File: config.mk
export PLATFORM = sky130hd
export DESIGN_NAME = mae_core
export DESIGN_NICKNAME = d
export VERILOG_FILES = /design/src/hdl/mae_pkg.sv /design/src/hdl/mae_alu_if.sv /design/src/hdl/mae_core.sv /design/src/hdl/mae_alu.sv
export SDC_FILE = /design/constraint.sdc
export NUM_CORES = 1
export LEC_CHECK = 0
export BUFFER_PORTS_ARGS = -buffer_cell sky130_fd_sc_hd__buf_2
export CAP_MARGIN = 20
export CORE_ASPECT_RATIO = 1.75
export CORE_UTILIZATION = 40
export CTS_BUF_LIST = sky130_fd_sc_hd__clkbuf_4 sky130_fd_sc_hd__clkbuf_8
export DETAILED_ROUTE_END_ITERATION = 7
export HOLD_SLACK_MARGIN = 0.12
export PLACE_DENSITY_LB_ADDON = 0.15
export SLEW_MARGIN = 20
export SYNTH_ARGS = -nofsm -noshare
export SYNTH_HDL_FRONTEND = slang
export SYNTH_SLANG_ARGS = --single-unit
File: constraint.sdc
create_clock -name clock -period 18.95 [get_ports clock]
set_input_delay 2.8425 -clock clock [delete_from_list [all_inputs] [get_ports clock]]
set_output_delay 2.8425 -clock clock [all_outputs]
set_load 0.05 [all_outputs]
File: src/hdl/mae_pkg.sv
package mae_pkg;
  // ****************************************
  // widths and reset values
  // ****************************************
  localparam int DATA_W = 8;
  localparam logic [7:0] ACC_RST = 8'h00;
  localparam logic [7:0] B_RST = 8'h00;
  localparam logic [7:0] FLAG_RST = 8'h00;
  localparam logic [15:0] DP_RST = 16'h0000;
  // ****************************************
  // flag word bit positions
  // ****************************************
  localparam int FLAG_CY = 7;
  localparam int FLAG_AC = 6;
  localparam int FLAG_OV = 2;
  localparam int FLAG_P = 0;
  // ****************************************
  // timing
  // ****************************************
  localparam int CLK_PER_CYCLE = 1;
  localparam int MUL_DIV_CYCLES = 5;
  // ****************************************
  // operand sources and operations
  // ****************************************
  typedef enum logic [1:0] {
    MAE_SRC_REG = 2'b00,
    MAE_SRC_DIRECT = 2'b01,
    MAE_SRC_INDIR = 2'b10,
    MAE_SRC_IMM = 2'b11
  } mae_src_t;
  typedef enum logic [4:0] {
    MAE_OP_NONE = 5'b00000,
    MAE_OP_ADD = 5'b00001,
    MAE_OP_ADDC = 5'b00010,
    MAE_OP_SUBB = 5'b00011,
    MAE_OP_INC = 5'b00100,
    MAE_OP_DEC = 5'b00101,
    MAE_OP_AND = 5'b00110,
    MAE_OP_OR = 5'b00111,
    MAE_OP_XOR = 5'b01000,
    MAE_OP_NOT = 5'b01001,
    MAE_OP_CLR = 5'b01010,
    MAE_OP_RL = 5'b01011,
    MAE_OP_RLC = 5'b01100,
    MAE_OP_RR = 5'b01101,
    MAE_OP_RRC = 5'b01110,
    MAE_OP_SWAP = 5'b01111,
    MAE_OP_DA = 5'b10000,
    MAE_OP_MUL = 5'b10001,
    MAE_OP_DIV = 5'b10010,
    MAE_OP_MOV = 5'b10011,
    MAE_OP_INCDP = 5'b10100
  } mae_op_t;
endpackage

File: src/hdl/mae_alu_if.sv
`timescale 1ns/1ps
`default_nettype none
interface mae_alu_if;
  import mae_pkg::*;
  mae_op_t op;
  logic [7:0] a;
  logic [7:0] b;
  logic cy_in;
  logic ac_in;
  logic [7:0] res;
  logic [7:0] res_hi;
  logic cy_out;
  logic ac_out;
  logic ov_out;
  modport core (output op, output a, output b, output cy_in, output ac_in,
    input res, input res_hi, input cy_out, input ac_out, input ov_out);
  modport alu (input op, input a, input b, input cy_in, input ac_in,
    output res, output res_hi, output cy_out, output ac_out, output ov_out);
endinterface
`default_nettype wire

File: src/hdl/mae_core.sv
`timescale 1ns/1ps
`default_nettype none
// Function
// - divide, multiply, add with and without carry
// - subtract with borrow, AND, OR, XOR, NOT
// - arithmetic treats operands as unsigned, except the overflow flag of add and subtract, which marks signed overflow
// - increment or decrement any 8-bit operand
// - rotate, swap, clear, complement, adjust accumulator only
// - operands from accumulator, B or datapath
// - carry, overflow, parity kept in flag word
// - opcodes decoded compatibly with legacy instruction set
// - add opcodes and their cycle counts
// - add-with-carry opcodes and cycle counts
// - subtract-with-borrow opcodes and cycle counts
// - increment opcodes and cycle counts
// - decrement opcodes and cycle counts
// - AND opcodes and cycle counts
// - OR opcodes and cycle counts
// - XOR opcodes and cycle counts
// - four accumulator rotates, one cycle each
// - nibble swap opcode C4, one cycle
// - moves into accumulator and cycle counts
// - moves into bank register and cycle counts
// - moves into direct location and cycle counts
// - each instruction cycle is one clock
module mae_core (
  input wire logic clock,
  input wire logic rstn,
  input wire logic issue,
  input wire logic [7:0] opcode,
  input wire logic [7:0] operand,
  output logic busy_ff,
  output logic done_ff,
  output logic [3:0] cycles_ff,
  output logic [7:0] result_ff,
  output logic result_wr_ff,
  output logic [7:0] primary_operand_reg_ff,
  output logic [7:0] second_operand_ff,
  output logic [7:0] flag_word_register_ff,
  output logic [15:0] data_pointer_pair_ff,
  output logic illegal_ff
);
  import mae_pkg::*;
  // ****************************************
  // opcode decode
  // ****************************************
  wire logic [4:0] hi = opcode[7:3];
  wire logic is_rn = opcode[3];
  wire logic [2:0] lo = opcode[2:0];
  wire logic grp_add = (opcode[7:4] == 4'h2);
  wire logic grp_addc = (opcode[7:4] == 4'h3);
  wire logic grp_subb = (opcode[7:4] == 4'h9);
  wire logic grp_and = (opcode[7:4] == 4'h5);
  wire logic grp_or = (opcode[7:4] == 4'h4);
  wire logic grp_xor = (opcode[7:4] == 4'h6);
  wire logic acc_form = is_rn | (lo >= 3'h4); // forms with accumulator as target
  wire logic arith_grp = grp_add | grp_addc | grp_subb;
  wire logic logic_grp = grp_and | grp_or | grp_xor;
  wire logic arith_op = (arith_grp | logic_grp) & acc_form;
  wire logic logic_mem = logic_grp & ((lo == 3'h2) | (lo == 3'h3));
  wire logic inc_grp = (opcode[7:4] == 4'h0) & (is_rn | (lo >= 3'h4));
  wire logic dec_grp = (opcode[7:4] == 4'h1) & (is_rn | (lo >= 3'h4));
  wire logic mov_a = (hi == 5'h1d) | (opcode == 8'he5) | (opcode == 8'he6) | (opcode == 8'he7)
    | (opcode == 8'h74);
  wire logic mov_rn = (hi == 5'h1f) | (hi == 5'h15) | (hi == 5'h0f);
  wire logic mov_dir = (opcode == 8'hf5) | (hi == 5'h11) | (opcode == 8'h85) | (opcode == 8'h86)
    | (opcode == 8'h87);
  wire logic mov_ok = mov_a | mov_rn | mov_dir;
  wire logic acc_only = (opcode == 8'he4) | (opcode == 8'hf4) | (opcode == 8'h23) | (opcode == 8'h33)
    | (opcode == 8'h03) | (opcode == 8'h13) | (opcode == 8'hc4) | (opcode == 8'hd4);
  wire logic muldiv = (opcode == 8'ha4) | (opcode == 8'h84);
  wire logic inc_dp = (opcode == 8'ha3);
  wire logic legal = arith_op | logic_mem | inc_grp | dec_grp | mov_ok | acc_only | muldiv | inc_dp;
  // ****************************************
  // operation select
  // ****************************************
  mae_op_t dec_op;
  always_comb begin
    dec_op = MAE_OP_NONE;
    if (grp_add & arith_op) begin
      dec_op = MAE_OP_ADD;
    end else if (grp_addc & arith_op) begin
      dec_op = MAE_OP_ADDC;
    end else if (grp_subb & arith_op) begin
      dec_op = MAE_OP_SUBB;
    end else if (grp_and & (arith_op | logic_mem)) begin
      dec_op = MAE_OP_AND;
    end else if (grp_or & (arith_op | logic_mem)) begin
      dec_op = MAE_OP_OR;
    end else if (grp_xor & (arith_op | logic_mem)) begin
      dec_op = MAE_OP_XOR;
    end else if (inc_grp) begin
      dec_op = MAE_OP_INC;
    end else if (dec_grp) begin
      dec_op = MAE_OP_DEC;
    end else if (inc_dp) begin
      dec_op = MAE_OP_INCDP;
    end else if (mov_ok) begin
      dec_op = MAE_OP_MOV;
    end else begin
      unique case (opcode)
        8'he4: dec_op = MAE_OP_CLR;
        8'hf4: dec_op = MAE_OP_NOT;
        8'h23: dec_op = MAE_OP_RL;
        8'h33: dec_op = MAE_OP_RLC;
        8'h03: dec_op = MAE_OP_RR;
        8'h13: dec_op = MAE_OP_RRC;
        8'hc4: dec_op = MAE_OP_SWAP;
        8'hd4: dec_op = MAE_OP_DA;
        8'ha4: dec_op = MAE_OP_MUL;
        8'h84: dec_op = MAE_OP_DIV;
        default: dec_op = MAE_OP_NONE;
      endcase
    end
  end
  // ****************************************
  // cycle count per opcode
  // ****************************************
  logic [3:0] dec_cyc;
  always_comb begin
    dec_cyc = 4'h1;
    if (arith_op) begin
      dec_cyc = is_rn ? 4'h1 : 4'h2;
    end else if (logic_mem) begin
      dec_cyc = lo[0] ? 4'h4 : 4'h3;
    end else if (inc_grp | dec_grp) begin
      dec_cyc = (lo == 3'h4) & ~is_rn ? 4'h1 : (is_rn ? 4'h2 : 4'h3);
    end else if (mov_a) begin
      dec_cyc = (hi == 5'h1d) ? 4'h1 : 4'h2;
    end else if (mov_rn) begin
      dec_cyc = (hi == 5'h15) ? 4'h4 : 4'h2;
    end else if (mov_dir) begin
      dec_cyc = ((opcode == 8'hf5) | (hi == 5'h11)) ? 4'h3 : 4'h4;
    end else if (muldiv) begin
      dec_cyc = 4'(MUL_DIV_CYCLES);
    end
  end
  // ****************************************
  // operand routing
  // ****************************************
  // multiply and divide leave the low product or quotient in the accumulator
  wire logic to_acc = arith_op | acc_only | mov_a | muldiv | ((inc_grp | dec_grp) & (lo == 3'h4) & ~is_rn);
  wire logic src_acc_as_b = mov_dir & (opcode == 8'hf5) | (hi == 5'h1f) | (logic_mem & ~lo[0]);
  wire logic [7:0] alu_a_sel = (logic_mem | mov_ok | ((inc_grp | dec_grp) & ~to_acc))
    ? (logic_mem ? operand : 8'h00) | (((inc_grp | dec_grp) & ~to_acc) ? operand : 8'h00)
    : primary_operand_reg_ff;
  wire logic [7:0] alu_b_sel = muldiv ? second_operand_ff
    : (src_acc_as_b ? primary_operand_reg_ff : operand);
  mae_alu_if alu_bus ();
  assign alu_bus.op = dec_op;
  assign alu_bus.a = alu_a_sel;
  assign alu_bus.b = alu_b_sel;
  assign alu_bus.cy_in = flag_word_register_ff[FLAG_CY];
  assign alu_bus.ac_in = flag_word_register_ff[FLAG_AC];
  mae_alu u_alu (
    .bus(alu_bus)
  );
  // ****************************************
  // next state
  // ****************************************
  logic [3:0] cnt_ff;
  wire logic start = issue & ~busy_ff;
  wire logic last = busy_ff & (cnt_ff == 4'h1);
  logic [7:0] hold_res_ff;
  logic [7:0] hold_hi_ff;
  logic hold_acc_ff;
  logic hold_b_ff;
  logic [7:0] hold_flag_ff;
  wire logic flag_upd = arith_op & arith_grp | muldiv | (dec_op == MAE_OP_RLC) | (dec_op == MAE_OP_RRC)
    | (dec_op == MAE_OP_DA);
  wire logic ov_upd = arith_op & arith_grp | muldiv;
  logic [7:0] nxt_flag;
  always_comb begin
    nxt_flag = flag_word_register_ff;
    if (flag_upd) begin
      nxt_flag[FLAG_CY] = alu_bus.cy_out;
      nxt_flag[FLAG_AC] = alu_bus.ac_out;
    end
    if (ov_upd) begin
      nxt_flag[FLAG_OV] = alu_bus.ov_out;
    end
  end
  // ****************************************
  // sequencing, one clock per cycle
  // ****************************************
  always_ff @(posedge clock or negedge rstn) begin
    if (!rstn) begin
      busy_ff <= 1'b0;
      cnt_ff <= 4'h0;
      done_ff <= 1'b0;
      cycles_ff <= 4'h0;
      illegal_ff <= 1'b0;
      hold_res_ff <= 8'h00;
      hold_hi_ff <= 8'h00;
      hold_acc_ff <= 1'b0;
      hold_b_ff <= 1'b0;
      hold_flag_ff <= FLAG_RST;
    end else begin
      done_ff <= last | (start & (dec_cyc == 4'h1));
      if (start) begin
        busy_ff <= (dec_cyc != 4'h1);
        cnt_ff <= dec_cyc - 4'h1;
        cycles_ff <= dec_cyc;
        illegal_ff <= ~legal;
        hold_res_ff <= alu_bus.res;
        hold_hi_ff <= alu_bus.res_hi;
        hold_acc_ff <= to_acc & legal;
        hold_b_ff <= muldiv;
        hold_flag_ff <= nxt_flag;
      end else if (busy_ff) begin
        cnt_ff <= cnt_ff - 4'h1;
        busy_ff <= ~last;
      end
    end
  end
  wire logic commit = last | (start & (dec_cyc == 4'h1));
  wire logic [7:0] com_res = busy_ff ? hold_res_ff : alu_bus.res;
  wire logic com_acc = busy_ff ? hold_acc_ff : (to_acc & legal);
  wire logic com_b = busy_ff ? hold_b_ff : muldiv;
  wire logic [7:0] com_flag = busy_ff ? hold_flag_ff : nxt_flag;
  wire logic [7:0] com_acc_val = com_acc ? com_res : primary_operand_reg_ff;
  always_ff @(posedge clock or negedge rstn) begin
    if (!rstn) begin
      primary_operand_reg_ff <= ACC_RST;
      second_operand_ff <= B_RST;
      flag_word_register_ff <= FLAG_RST;
      data_pointer_pair_ff <= DP_RST;
      result_ff <= 8'h00;
      result_wr_ff <= 1'b0;
    end else begin
      // pointer increment and unknown opcodes put nothing on the datapath
      result_wr_ff <= commit & ~com_acc & ~(busy_ff ? 1'b0 : ~legal | inc_dp) & ~com_b;
      if (commit) begin
        result_ff <= com_res;
        primary_operand_reg_ff <= com_acc_val;
        flag_word_register_ff <= {com_flag[7:1], ^com_acc_val};
        if (com_b) begin
          second_operand_ff <= busy_ff ? hold_hi_ff : alu_bus.res_hi;
        end
        if (~busy_ff & inc_dp) begin
          data_pointer_pair_ff <= data_pointer_pair_ff + 16'h0001;
        end
      end
    end
  end
endmodule // mae_core
`default_nettype wire

File: src/hdl/mae_alu.sv
`timescale 1ns/1ps
`default_nettype none
module mae_alu (
  mae_alu_if.alu bus
);
  import mae_pkg::*;
  // ****************************************
  // unsigned arithmetic and logic
  // ****************************************
  wire logic [8:0] add_s = {1'b0, bus.a} + {1'b0, bus.b} + {8'h00, bus.cy_in & (bus.op == MAE_OP_ADDC)};
  wire logic [4:0] add_h = {1'b0, bus.a[3:0]} + {1'b0, bus.b[3:0]} + {4'h0, bus.cy_in & (bus.op == MAE_OP_ADDC)};
  wire logic [8:0] sub_s = {1'b0, bus.a} - {1'b0, bus.b} - {8'h00, bus.cy_in};
  wire logic [4:0] sub_h = {1'b0, bus.a[3:0]} - {1'b0, bus.b[3:0]} - {4'h0, bus.cy_in};
  wire logic [15:0] prod = {8'h00, bus.a} * {8'h00, bus.b};
  wire logic div_zero = (bus.b == 8'h00);
  wire logic [7:0] quot = div_zero ? 8'hff : bus.a / bus.b;
  wire logic [7:0] remd = div_zero ? bus.a : bus.a % bus.b;
  wire logic da_lo = (bus.a[3:0] > 4'h9) | bus.ac_in;
  wire logic [8:0] da_1 = {1'b0, bus.a} + (da_lo ? 9'h006 : 9'h000);
  wire logic da_hi = (da_1[7:4] > 4'h9) | da_1[8] | bus.cy_in;
  wire logic [8:0] da_2 = da_1 + (da_hi ? 9'h060 : 9'h000);
  always_comb begin
    bus.res = bus.a;
    bus.res_hi = 8'h00;
    bus.cy_out = bus.cy_in;
    bus.ac_out = bus.ac_in;
    bus.ov_out = 1'b0;
    unique case (bus.op)
      MAE_OP_ADD, MAE_OP_ADDC: begin
        bus.res = add_s[7:0];
        bus.cy_out = add_s[8];
        bus.ac_out = add_h[4];
        bus.ov_out = (bus.a[7] == bus.b[7]) & (add_s[7] != bus.a[7]);
      end
      MAE_OP_SUBB: begin
        bus.res = sub_s[7:0];
        bus.cy_out = sub_s[8];
        bus.ac_out = sub_h[4];
        bus.ov_out = (bus.a[7] != bus.b[7]) & (sub_s[7] != bus.a[7]);
      end
      MAE_OP_INC: bus.res = bus.a + 8'h01;
      MAE_OP_DEC: bus.res = bus.a - 8'h01;
      MAE_OP_AND: bus.res = bus.a & bus.b;
      MAE_OP_OR: bus.res = bus.a | bus.b;
      MAE_OP_XOR: bus.res = bus.a ^ bus.b;
      MAE_OP_NOT: bus.res = ~bus.a;
      MAE_OP_CLR: bus.res = 8'h00;
      MAE_OP_RL: bus.res = {bus.a[6:0], bus.a[7]};
      MAE_OP_RR: bus.res = {bus.a[0], bus.a[7:1]};
      MAE_OP_RLC: begin
        bus.res = {bus.a[6:0], bus.cy_in};
        bus.cy_out = bus.a[7];
      end
      MAE_OP_RRC: begin
        bus.res = {bus.cy_in, bus.a[7:1]};
        bus.cy_out = bus.a[0];
      end
      MAE_OP_SWAP: bus.res = {bus.a[3:0], bus.a[7:4]};
      MAE_OP_DA: begin
        bus.res = da_2[7:0];
        bus.cy_out = bus.cy_in | da_2[8] | da_1[8];
      end
      MAE_OP_MUL: begin
        bus.res = prod[7:0];
        bus.res_hi = prod[15:8];
        bus.cy_out = 1'b0;
        bus.ov_out = (prod[15:8] != 8'h00);
      end
      MAE_OP_DIV: begin
        bus.res = quot;
        bus.res_hi = remd;
        bus.cy_out = 1'b0;
        bus.ov_out = div_zero;
      end
      MAE_OP_MOV: bus.res = bus.b;
      default: bus.res = bus.a;
    endcase
  end
endmodule // mae_alu
`default_nettype wire

==> flow_summary.yaml, run 1 <==
worst_setup_path:
  critPathArrivalTime_ps: 17960
  ff2ff_path_depth: 59
  crit_type: "primary input to flop"
  cp_max_fo: 32
  cp_num_cells: 64
  worstSetupStartpointType: "primary input"
  rrSetupSlack_ps: 4670
  timing.rr.start: "primary_operand_reg_ff[6]"
  crit_start: "opcode[5]"
  critPathBufInv: 4
  critPathTopFamily: "compound AO/OA/AOI/OAI gates"
  slowest_delay_ps: 700
  cp_data_required_time_ps: 19220
  end_kind: "flop"
  cp_slowest_cell: "or4b_2"
logic_synthesis:
  synth_cells: 1416
  synth-seq-cells: 84
  yosysWarnings: 0
  syn_nets: 1599
  synth.avg_cell_area_sq_um: 7.91
  synth_seq_area_share_pct: 18.8
  ys.flop_type: "dfrtp_1"
  synth_edf_count: 0
  synth_cell_types: 93
  async_flop_share_pct: 100
  netlist_area_sq_um: 11200
floorplanning:
  die_area_sq_um: 28700
  rows: 80
  initial_core_util_pct: 40.8
  die_h_um: 223
  die_w_um: 128
  core-area_sq_um: 27400
  boundaryPins: 75
hold_path:
  hp-class: "flop to flop"
  hold_path_depth: 1
  min_from: "data_pointer_pair_ff[15]"
grt:
  overflow: 0
  track_usage_pct: 30.2
  grt_pass1_vias: 10900
  antenna_found_initial: 0
  grt_first_pass_wirelength_um: 64100
  grt_max_degree: 71
drt:
  firstDrtPassIters: 6
  postRouteAntennaNets: 0
  viasPerCell: 6.00
  drtIter0Drc: 893
  routed_wl_um: 42200
  wl_per_cell_um: 23.1
  dr_total_vias: 11000
  drc_errors: 0
clock_tree:
  cts_setup_buffers: 0
  postCtsHoldBufs: 0
  clock_sinks: 84
  tritoncts: "built"
  clk_pin_slew_ps: 80
  htree_num_levels: 3
  root_buffer: "clkbuf_8"
  cts_buffers: 9
  clockBufferDepth: 2
  cts_resized: 0
  clock_latency_ps: 390
final_layout:
  area_growth_syn_to_layout_pct: 8.00
  drive_above_1_share_pct: 12.7
  nFillCells: 2880
  final_core_util_pct: 44.1
  fin_area_sq_um: 12100
  nNetsFinal: 1635
  fin_cells: 1827
placement:
  dpl_cell_area_sq_um: 11900
  io_buffer_count: 73
  dp_hpwl_um: 33000
  dpl_worst_slack_ps: 940
  dp_cells: 1810
  place_congestion: 1.00
power:
  switching_share_pct: 57.9
  clkPwrFrac_pct: 5.6
  p_sw_mw: 1.23
  internal_power_mw: 0.895
  seqPwrFrac_pct: 13.2
  total_power_mw: 2.13
  ir_worst_vdd_v: 0.000135
  combPwrFrac_pct: 81.2
  leakage_nw: 5.73
  powerDensity_nw_per_um2: 176
status:
  status: "finished clean"
sta:
  finalCritPeriodShare_pct: 93.3
  rsz0062_at_grt: "false"
  fmax_mhz: 56.5
  setup_ws_ps: 1260
  skew_ps: 9.75
  slew_headroom_pct: 32.1
  fin_tns_setup_ps: 0
  hold_viol_final: 0
  whs_ps: 469
  finalMaxSlewViolations: 0
  worstMarginPinSlew_ps: 1010
  setup_viol: 0
  period_needed_ps: 17690
run:
  maxCapViolCount: 0
==> flip-flops by register name, summed over array words and instances, names as in the netlist, 3 cells and up <==
name,cells
result_ff,8
hold_hi_ff,8
hold_flag_ff,7
data_pointer_pair_ff,16
cnt_ff,4
hold_res_ff,8
primary_operand_reg_ff,8
cycles_ff,3
second_operand_ff,8
flag_word_register_ff,8
==> cell type report <==
type                    instances  area [sq um]  share of cell area (%)
multi-input cells            1140          8320                    68.8
clock inverters                 6          48.8                   0.403
inverters                     111           417                    3.45
diodes                          2          5.00                  0.0414
repair buffers                106           616                    5.09
flip-flops and latches         84          2100                    17.4
well taps                     369           462                    3.82
clock buffers                   9           124                    1.02
==> cells by family (layout without fill, tap and decap cells) <==
logic type	after synthesis	after routing	share of synthesized area [%]
other	1	3	0.0335
adders and majority gates	164	164	21.3
xor gates and xnor gates	65	65	5.34
muxes	35	35	3.36
AOI/OAI and AO/OA	379	379	22.6
buffers and inverters	192	232	7.12
and+or+nand+nor	496	496	21.5
DFF	84	84	18.8
==> synthesized netlist by cell type, types with 5 or more instances <==
master | count | area, sq um
ha_1 | 120 | 1500
or2_2 | 7 | 43.8
inv_1 | 104 | 390
o221ai_1 | 5 | 43.8
nand2_1 | 169 | 634
o31a_1 | 7 | 61.3
fa_1 | 44 | 881
o2111ai_1 | 6 | 52.6
or3_1 | 13 | 81.3
a221oi_1 | 8 | 70.1
nor4_1 | 11 | 68.8
buf_2 | 13 | 65.1
and2_1 | 5 | 31.3
o21ai_1 | 7 | 35.0
nor2_1 | 118 | 443
inv_2 | 7 | 26.3
o21ai_0 | 92 | 460
a31oi_1 | 17 | 106
nor3_1 | 42 | 210
a22oi_1 | 7 | 52.6
o32ai_1 | 5 | 43.8
mux2_2 | 21 | 236
o211ai_1 | 10 | 75.1
nand2b_1 | 20 | 125
a21oi_1 | 76 | 380
a21o_1 | 21 | 158
o31ai_1 | 5 | 37.5
clkbuf_1 | 53 | 199
dfrtp_1 | 84 | 2100
o21a_1 | 14 | 105
a211oi_1 | 20 | 150
and3_1 | 21 | 131
o22ai_1 | 13 | 81.3
mux2i_1 | 14 | 140
a2111oi_0 | 7 | 61.3
xnor2_1 | 45 | 394
a211o_1 | 7 | 61.3
nor2b_1 | 22 | 138
xor2_1 | 18 | 158
buf_4 | 8 | 60.1
a21boi_0 | 9 | 67.6
nand3_1 | 31 | 155
==> metal layers <==
| metal | vias to the layer above | share of wire [%] | track usage, % | routed length [um] |
|---|---|---|---|---|
| li1 | 5092 | - | - | - |
| met1 | 5244 | 35 | 30.5 | 14900 |
| met2 | 432 | 50 | 53.7 | 21100 |
| met3 | 188 | 4.8 | 4.15 | 2030 |
| met4 | 0 | 10 | 26.1 | 4210 |
| met5 | - | 0 | 0 | 0 |
==> final timing paths <==
kind	end
setup / recovery	flag_word_register_ff[0]
setup reg to reg	flag_word_register_ff[0]
hold / removal	data_pointer_pair_ff[15]
min in group asynchronous	data_pointer_pair_ff[8]
max in group asynchronous	flag_word_register_ff[7]
hold reg to reg	data_pointer_pair_ff[15]
==> cells in the final DEF (no fill, tap or decap), types with 10 or more instances in the layout <==
master and n:
fa_1 44, xnor2_1 45, buf_2 72, or3_1 13, o211ai_1 10, a211oi_1 19, buf_4 34, nand2b_1 20
and3_1 21, nor4_1 10, a21oi_1 76, dfrtp_1 84, o22ai_1 13, o21ai_0 92, xor2_1 18, ha_1 120
nand2_1 169, nor3_1 42, a21o_1 21, nor2_1 118, inv_1 104, nand3_1 31, o21a_1 14, nor2b_1 22
mux2i_1 14, mux2_2 21, a31oi_1 16
==> power by group through the flow <==
| stage | clock [mW] | sequential [mW] | combinational, mW |
|---|---|---|---|
| after floorplan | 0 | 0.357 | 1.10 |
| after global placement | 0 | 0.282 | 1.69 |
| after detailed placement | 0 | 0.283 | 1.70 |
| after CTS | 0.125 | 0.280 | 1.71 |
| after global routing | 0.131 | 0.286 | 1.89 |
| final | 0.119 | 0.280 | 1.73 |
No activity file was read; power rests on OpenSTA's default activity.
==> inputs of run 2 (changes only) <==
- ABC_AREA: not set -> 1
- GPL_ROUTABILITY_DRIVEN: not set -> 0
==> flow_summary.yaml, run 2 <==
logic_synthesis:
  synth-seq-cells: 84
  async_flop_share_pct: 100
  yosysTopAreaCellShare_pct: 18.7
  yosysWarnings: 0
  netlist_area_sq_um: 11200
  synth_most_common_cell: "nand2_1"
  synth.area.top_cells: "dfrtp_1 19%, nand2_1 14%, ha_1 13%, inv_1 8.1%, fa_1 7.9%"
  yosys.area.top_type: "dfrtp_1"
  synth.avg_cell_area_sq_um: 6.76
  synth_cells: 1659
  synth_seq_area_share_pct: 18.7
  ys.flop_type: "dfrtp_1"
  syn_nets: 1842
  synth_cell_types: 58
  synth_edf_count: 0
  synth_commonest_cells: "412 x nand2_1, 243 x inv_1, 148 x nor2_1"
worst_setup_path:
  end_kind: "flop"
  cp_common_cell: "nand2_1"
  ff2ff_path_depth: 81
  cp_max_fo: 14
  critPathArrivalTime_ps: 15850
  slowest_delay_ps: 540
  crit_type: "primary input to flop"
  cp_data_required_time_ps: 19240
  worstSetupStartpointType: "primary input"
  cp_slowest_cell: "nand3_1"
grt:
  grt_max_degree: 61
  overflow: 0
  grt_first_pass_wirelength_um: 62200
  track_usage_pct: 29.1
  grt_pass1_vias: 11500
  antenna_found_initial: 0
clock_tree:
  postCtsHoldBufs: 0
  clock_sinks: 84
  tritoncts: "built"
  cts_resized: 0
  cts_buffers: 9
  cts_setup_buffers: 0
  clk_pin_slew_ps: 90
  htree_num_levels: 3
  clock_latency_ps: 390
  clockBufferDepth: 2
  root_buffer: "clkbuf_8"
floorplanning:
  die_h_um: 224
  rows: 80
  die_area_sq_um: 28700
  core-area_sq_um: 27400
  die_w_um: 129
  boundaryPins: 75
  initial_core_util_pct: 40.9
sta:
  finalCritPeriodShare_pct: 82.2
  setup_viol: 0
  worstMarginPinSlew_ps: 1020
  finalMaxSlewViolations: 0
  fin_tns_setup_ps: 0
  slew_headroom_pct: 31.5
  period_needed_ps: 15570
  setup_ws_ps: 3380
  rsz0062_at_grt: "false"
  hold_viol_final: 0
  skew_ps: 15.4
  fmax_mhz: 64.2
placement:
  dpl_cell_area_sq_um: 11900
  dpl_worst_slack_ps: 3370
  dp_hpwl_um: 32900
  dp_cells: 2072
  io_buffer_count: 73
drt:
  postRouteAntennaNets: 0
  dr_total_vias: 11500
  drtIter0Drc: 731
  firstDrtPassIters: 5
  viasPerCell: 5.48
  drc_errors: 0
  routed_wl_um: 41000
  wl_per_cell_um: 19.6
hold_path:
  hp-class: "flop to flop"
  hold_path_depth: 1
final_layout:
  final_cell_mix: "412 x nand2_1, 243 x inv_1, 148 x nor2_1"
  nNetsFinal: 1897
  layout_commonest_cell: "nand2_1"
  largest_register: "data_pointer_pair_ff"
  drive_above_1_share_pct: 11.5
  area_growth_syn_to_layout_pct: 8.27
  fin_area_sq_um: 12100
  fin_cells: 2089
  largest_register_ffs: 16
power:
  clkPwrFrac_pct: 7.6
  p_sw_mw: 1.16
  powerDensity_nw_per_um2: 161
  switching_share_pct: 59.4
  seqPwrFrac_pct: 14.2
  leakage_nw: 6.62
  ir_worst_vdd_v: 0.0000731
  internal_power_mw: 0.795
  combPwrFrac_pct: 78.2
  total_power_mw: 1.96
status:
  status: "finished clean"
run:
  maxCapViolCount: 0
run 2: cell count changes in the layout (fill, tap and decap cells not counted), sizes merged, moves of 31 or more:
cell,before,now
nand4,3,34
xnor2,45,14
nand2,169,439
nor2,120,161
inv,113,259
nand3,32,135
run 2: final timing paths:
| path | startpoint | to | slack, ps |
|---|---|---|---|
| min in group asynchronous | rstn | hold_res_ff[7] | 2340 |
| worst min register to register | data_pointer_pair_ff[15] | data_pointer_pair_ff[15] | 470 |
| worst max-delay path | opcode[5] | flag_word_register_ff[0] | 3380 |
| worst max register to register | primary_operand_reg_ff[0] | flag_word_register_ff[0] | 6670 |
| worst min-delay path | data_pointer_pair_ff[15] | data_pointer_pair_ff[15] | 470 |
| max in group asynchronous | rstn | flag_word_register_ff[4] | 15530 |
run 2: final cells by class:
| class | instances | area (sq um) |
|---|---|---|
| clock inverter | 5 | 85.1 |
| multi-input combinational | 1271 | 7890 |
| antenna | 1 | 2.50 |
| fill | 2958 | 15300 |
| clock buffer | 11 | 139 |
| inverter | 259 | 982 |
| timing repair buffer | 89 | 488 |
| sequential | 84 | 2100 |
| tap | 369 | 462 |
run 2: power by group through the flow:
stage	combinational, mW	clock (mW)	sequential (mW)
2_1_floorplan	0.992	0	0.381
3_3_place_gp	1.50	0	0.280
3_5_place_dp	1.52	0	0.282
4_1_cts	1.52	0.152	0.279
5_1_grt	1.70	0.158	0.286
6_report	1.53	0.148	0.279
run 2: kinds of logic after synthesis:
group / share of synthesized area [%]
other: 0.0334
AOI/OAI and AO/OA: 12.4
adders and majority gates: 21.2
buffers and inverters: 11.0
DFF: 18.7
xor gates and xnor gates: 3.67
and+or+nand+nor: 33.0
run 2: worst max-delay path: cells and delay by family:
kind / cells / cell delay [ps]
AOI/OAI and AO/OA: 20 / 3740
adders and majority gates: 8 / 2560
buffers and inverters: 12 / 1310
and+or+nand+nor: 47 / 5350
run 2: through the flow:
step	util, %	hold slack (ps)
final	44.3	473
after global routing	44.3	495
after CTS	44.3	480
after detailed placement	43.5	463
after global placement	43.5	459
after floorplan	-	444
run 2: per-layer routing:
layer  vias up  track usage (%)  share of wire (%)
met5         -                0                  0
met4         0             24.0                8.9
met3       180             3.68                5.1
met2       435             54.3                 52
met1      5373             27.8                 34
li1       5469                -                  -
==> inputs of run 3 (changes only) <==
- clock period: 18.95 -> 15 ns (I/O delays scaled with it)
==> flow_summary.yaml, run 3 (same netlist as run 2, synthesis figures left out) <==
clock_tree:
  cts_buffers: 9
  htree_num_levels: 3
  clock_latency_ps: 400
  root_buffer: "clkbuf_8"
  clock_sinks: 84
  tritoncts: "built"
  clockBufferDepth: 2
  clk_pin_slew_ps: 100
worst_setup_path:
  crit_start: "opcode[3]"
  cp_slowest_cell: "a21oi_4"
  end_kind: "flop"
  rrSetupSlack_ps: 3800
  cp_max_fo: 14
  cp_num_cells: 86
  critPathTopFamily: "simple AND/OR/NAND/NOR gates"
  critPathArrivalTime_ps: 14010
  cp_common_cell: "nand2_1"
  slowest_delay_ps: 400
  ff2ff_path_depth: 81
  crit_type: "primary input to flop"
  worstSetupStartpointType: "primary input"
  cp_data_required_time_ps: 15290
  r2r_end: "flag_word_register_ff[0]"
  timing.rr.start: "primary_operand_reg_ff[4]"
  critPathBufInv: 10
  cp-endpoint: "flag_word_register_ff[0]"
sta:
  finalCritPeriodShare_pct: 91.5
  fin_tns_setup_ps: 0
  worstMarginPinSlew_ps: 1050
  setup_viol: 0
  period_needed_ps: 13720
  setup_ws_ps: 1280
  whs_ps: 483
  finalMaxSlewViolations: 0
  rsz0062_at_grt: "false"
  slew_headroom_pct: 29.8
  hold_viol_final: 0
  fmax_mhz: 72.9
  skew_ps: 15.4
power:
  clkPwrFrac_pct: 6.3
  powerDensity_nw_per_um2: 199
  combPwrFrac_pct: 79.3
  switching_share_pct: 60.0
  ir_worst_vdd_v: 0.0000961
  leakage_nw: 6.66
  seqPwrFrac_pct: 14.4
  internal_power_mw: 0.973
  p_sw_mw: 1.46
  total_power_mw: 2.43
drt:
  wl_per_cell_um: 19.6
  viasPerCell: 5.48
  drc_errors: 0
  firstDrtPassIters: 5
  routed_wl_um: 41100
  drtIter0Drc: 765
  dr_total_vias: 11500
  postRouteAntennaNets: 0
floorplanning:
  rows: 80
  initial_core_util_pct: 40.9
  die_area_sq_um: 28700
  die_h_um: 224
  core-area_sq_um: 27400
  boundaryPins: 75
  die_w_um: 129
grt:
  track_usage_pct: 29.5
  antenna_found_initial: 1
  grt_most_used_layer: "met2"
  grt_use_met3_pct: 4.63
  grt_use_met2_pct: 53.0
  met1_usage_pct: 28.7
  overflow: 0
  grt_first_pass_wirelength_um: 63000
  grt_max_degree: 61
  grt_pass1_vias: 11400
final_layout:
  final_core_util_pct: 44.5
  area_growth_syn_to_layout_pct: 8.75
  largest_register: "data_pointer_pair_ff"
  layout_commonest_cell: "nand2_1"
  fin_cells: 2101
  fin_area_sq_um: 12200
  largest_register_ffs: 16
  nFillCells: 3006
  nNetsFinal: 1909
  final_cell_mix: "411 x nand2_1, 243 x inv_1, 148 x nor2_1"
  drive_above_1_share_pct: 12.2
placement:
  dp_hpwl_um: 33000
  dpl_worst_slack_ps: 658
  dpl_cell_area_sq_um: 12000
  dp_cells: 2081
  io_buffer_count: 73
hold_path:
  hp-class: "flop to flop"
  min_from: "hold_hi_ff[3]"
status:
  status: "finished clean"
run:
  maxCapViolCount: 0
## run 3: what timing repair did
action | 4_1_cts | 5_1_grt
setup endpoints to repair | 0 | 3
setup buffers | 0 | 3
hold buffers | 0 | 0
gates resized for setup | 0 | 5
## run 3: tightest hold or removal path, cell delays in order, from the launching register on
cell	delay, ps
dfrtp_1	350
nand2_1	50
nand2_1	50
## run 3: how the worst min path moves through the flow
| stage | endpoint | cells after the start |
|---|---|---|
| 2_1_floorplan | hold_hi_ff[6] | 2 |
| 3_3_place_gp | data_pointer_pair_ff[15] | 1 |
| 3_5_place_dp | hold_hi_ff[3] | 2 |
| 4_1_cts | hold_flag_ff[6] | 2 |
| 5_1_grt | hold_res_ff[3] | 2 |
| 6_report | hold_hi_ff[3] | 2 |
## run 3: area by class of cell
type                       count  area (sq um)  share of cell area, %
clock inverter                 6          41.3                  0.338
clock buffer                  10           131                   1.08
timing repair buffer         101           578                   4.74
sequential                    84          2100                   17.2
inverter                     259           982                   8.05
multi-input combinational   1271          7900                   64.8
tap                          369           462                   3.78
antenna                        1          2.50                 0.0205
## run 3: power groups by stage
| stage | Sequential, mW | Combinational (mW) | Clock, mW |
|---|---|---|---|
| final | 0.351 | 1.93 | 0.152 |
| after global routing | 0.360 | 2.14 | 0.165 |
| after CTS | 0.351 | 1.92 | 0.160 |
| after detailed placement | 0.355 | 1.91 | 0 |
| after global placement | 0.354 | 1.89 | 0 |
| after floorplan | 0.481 | 1.25 | 0 |
## run 3: metal layers
metal,vias up,wire [um]
li1,5504,-
met4,0,3960
met1,5347,14000
met3,193,2120
met5,-,0
met2,462,21000
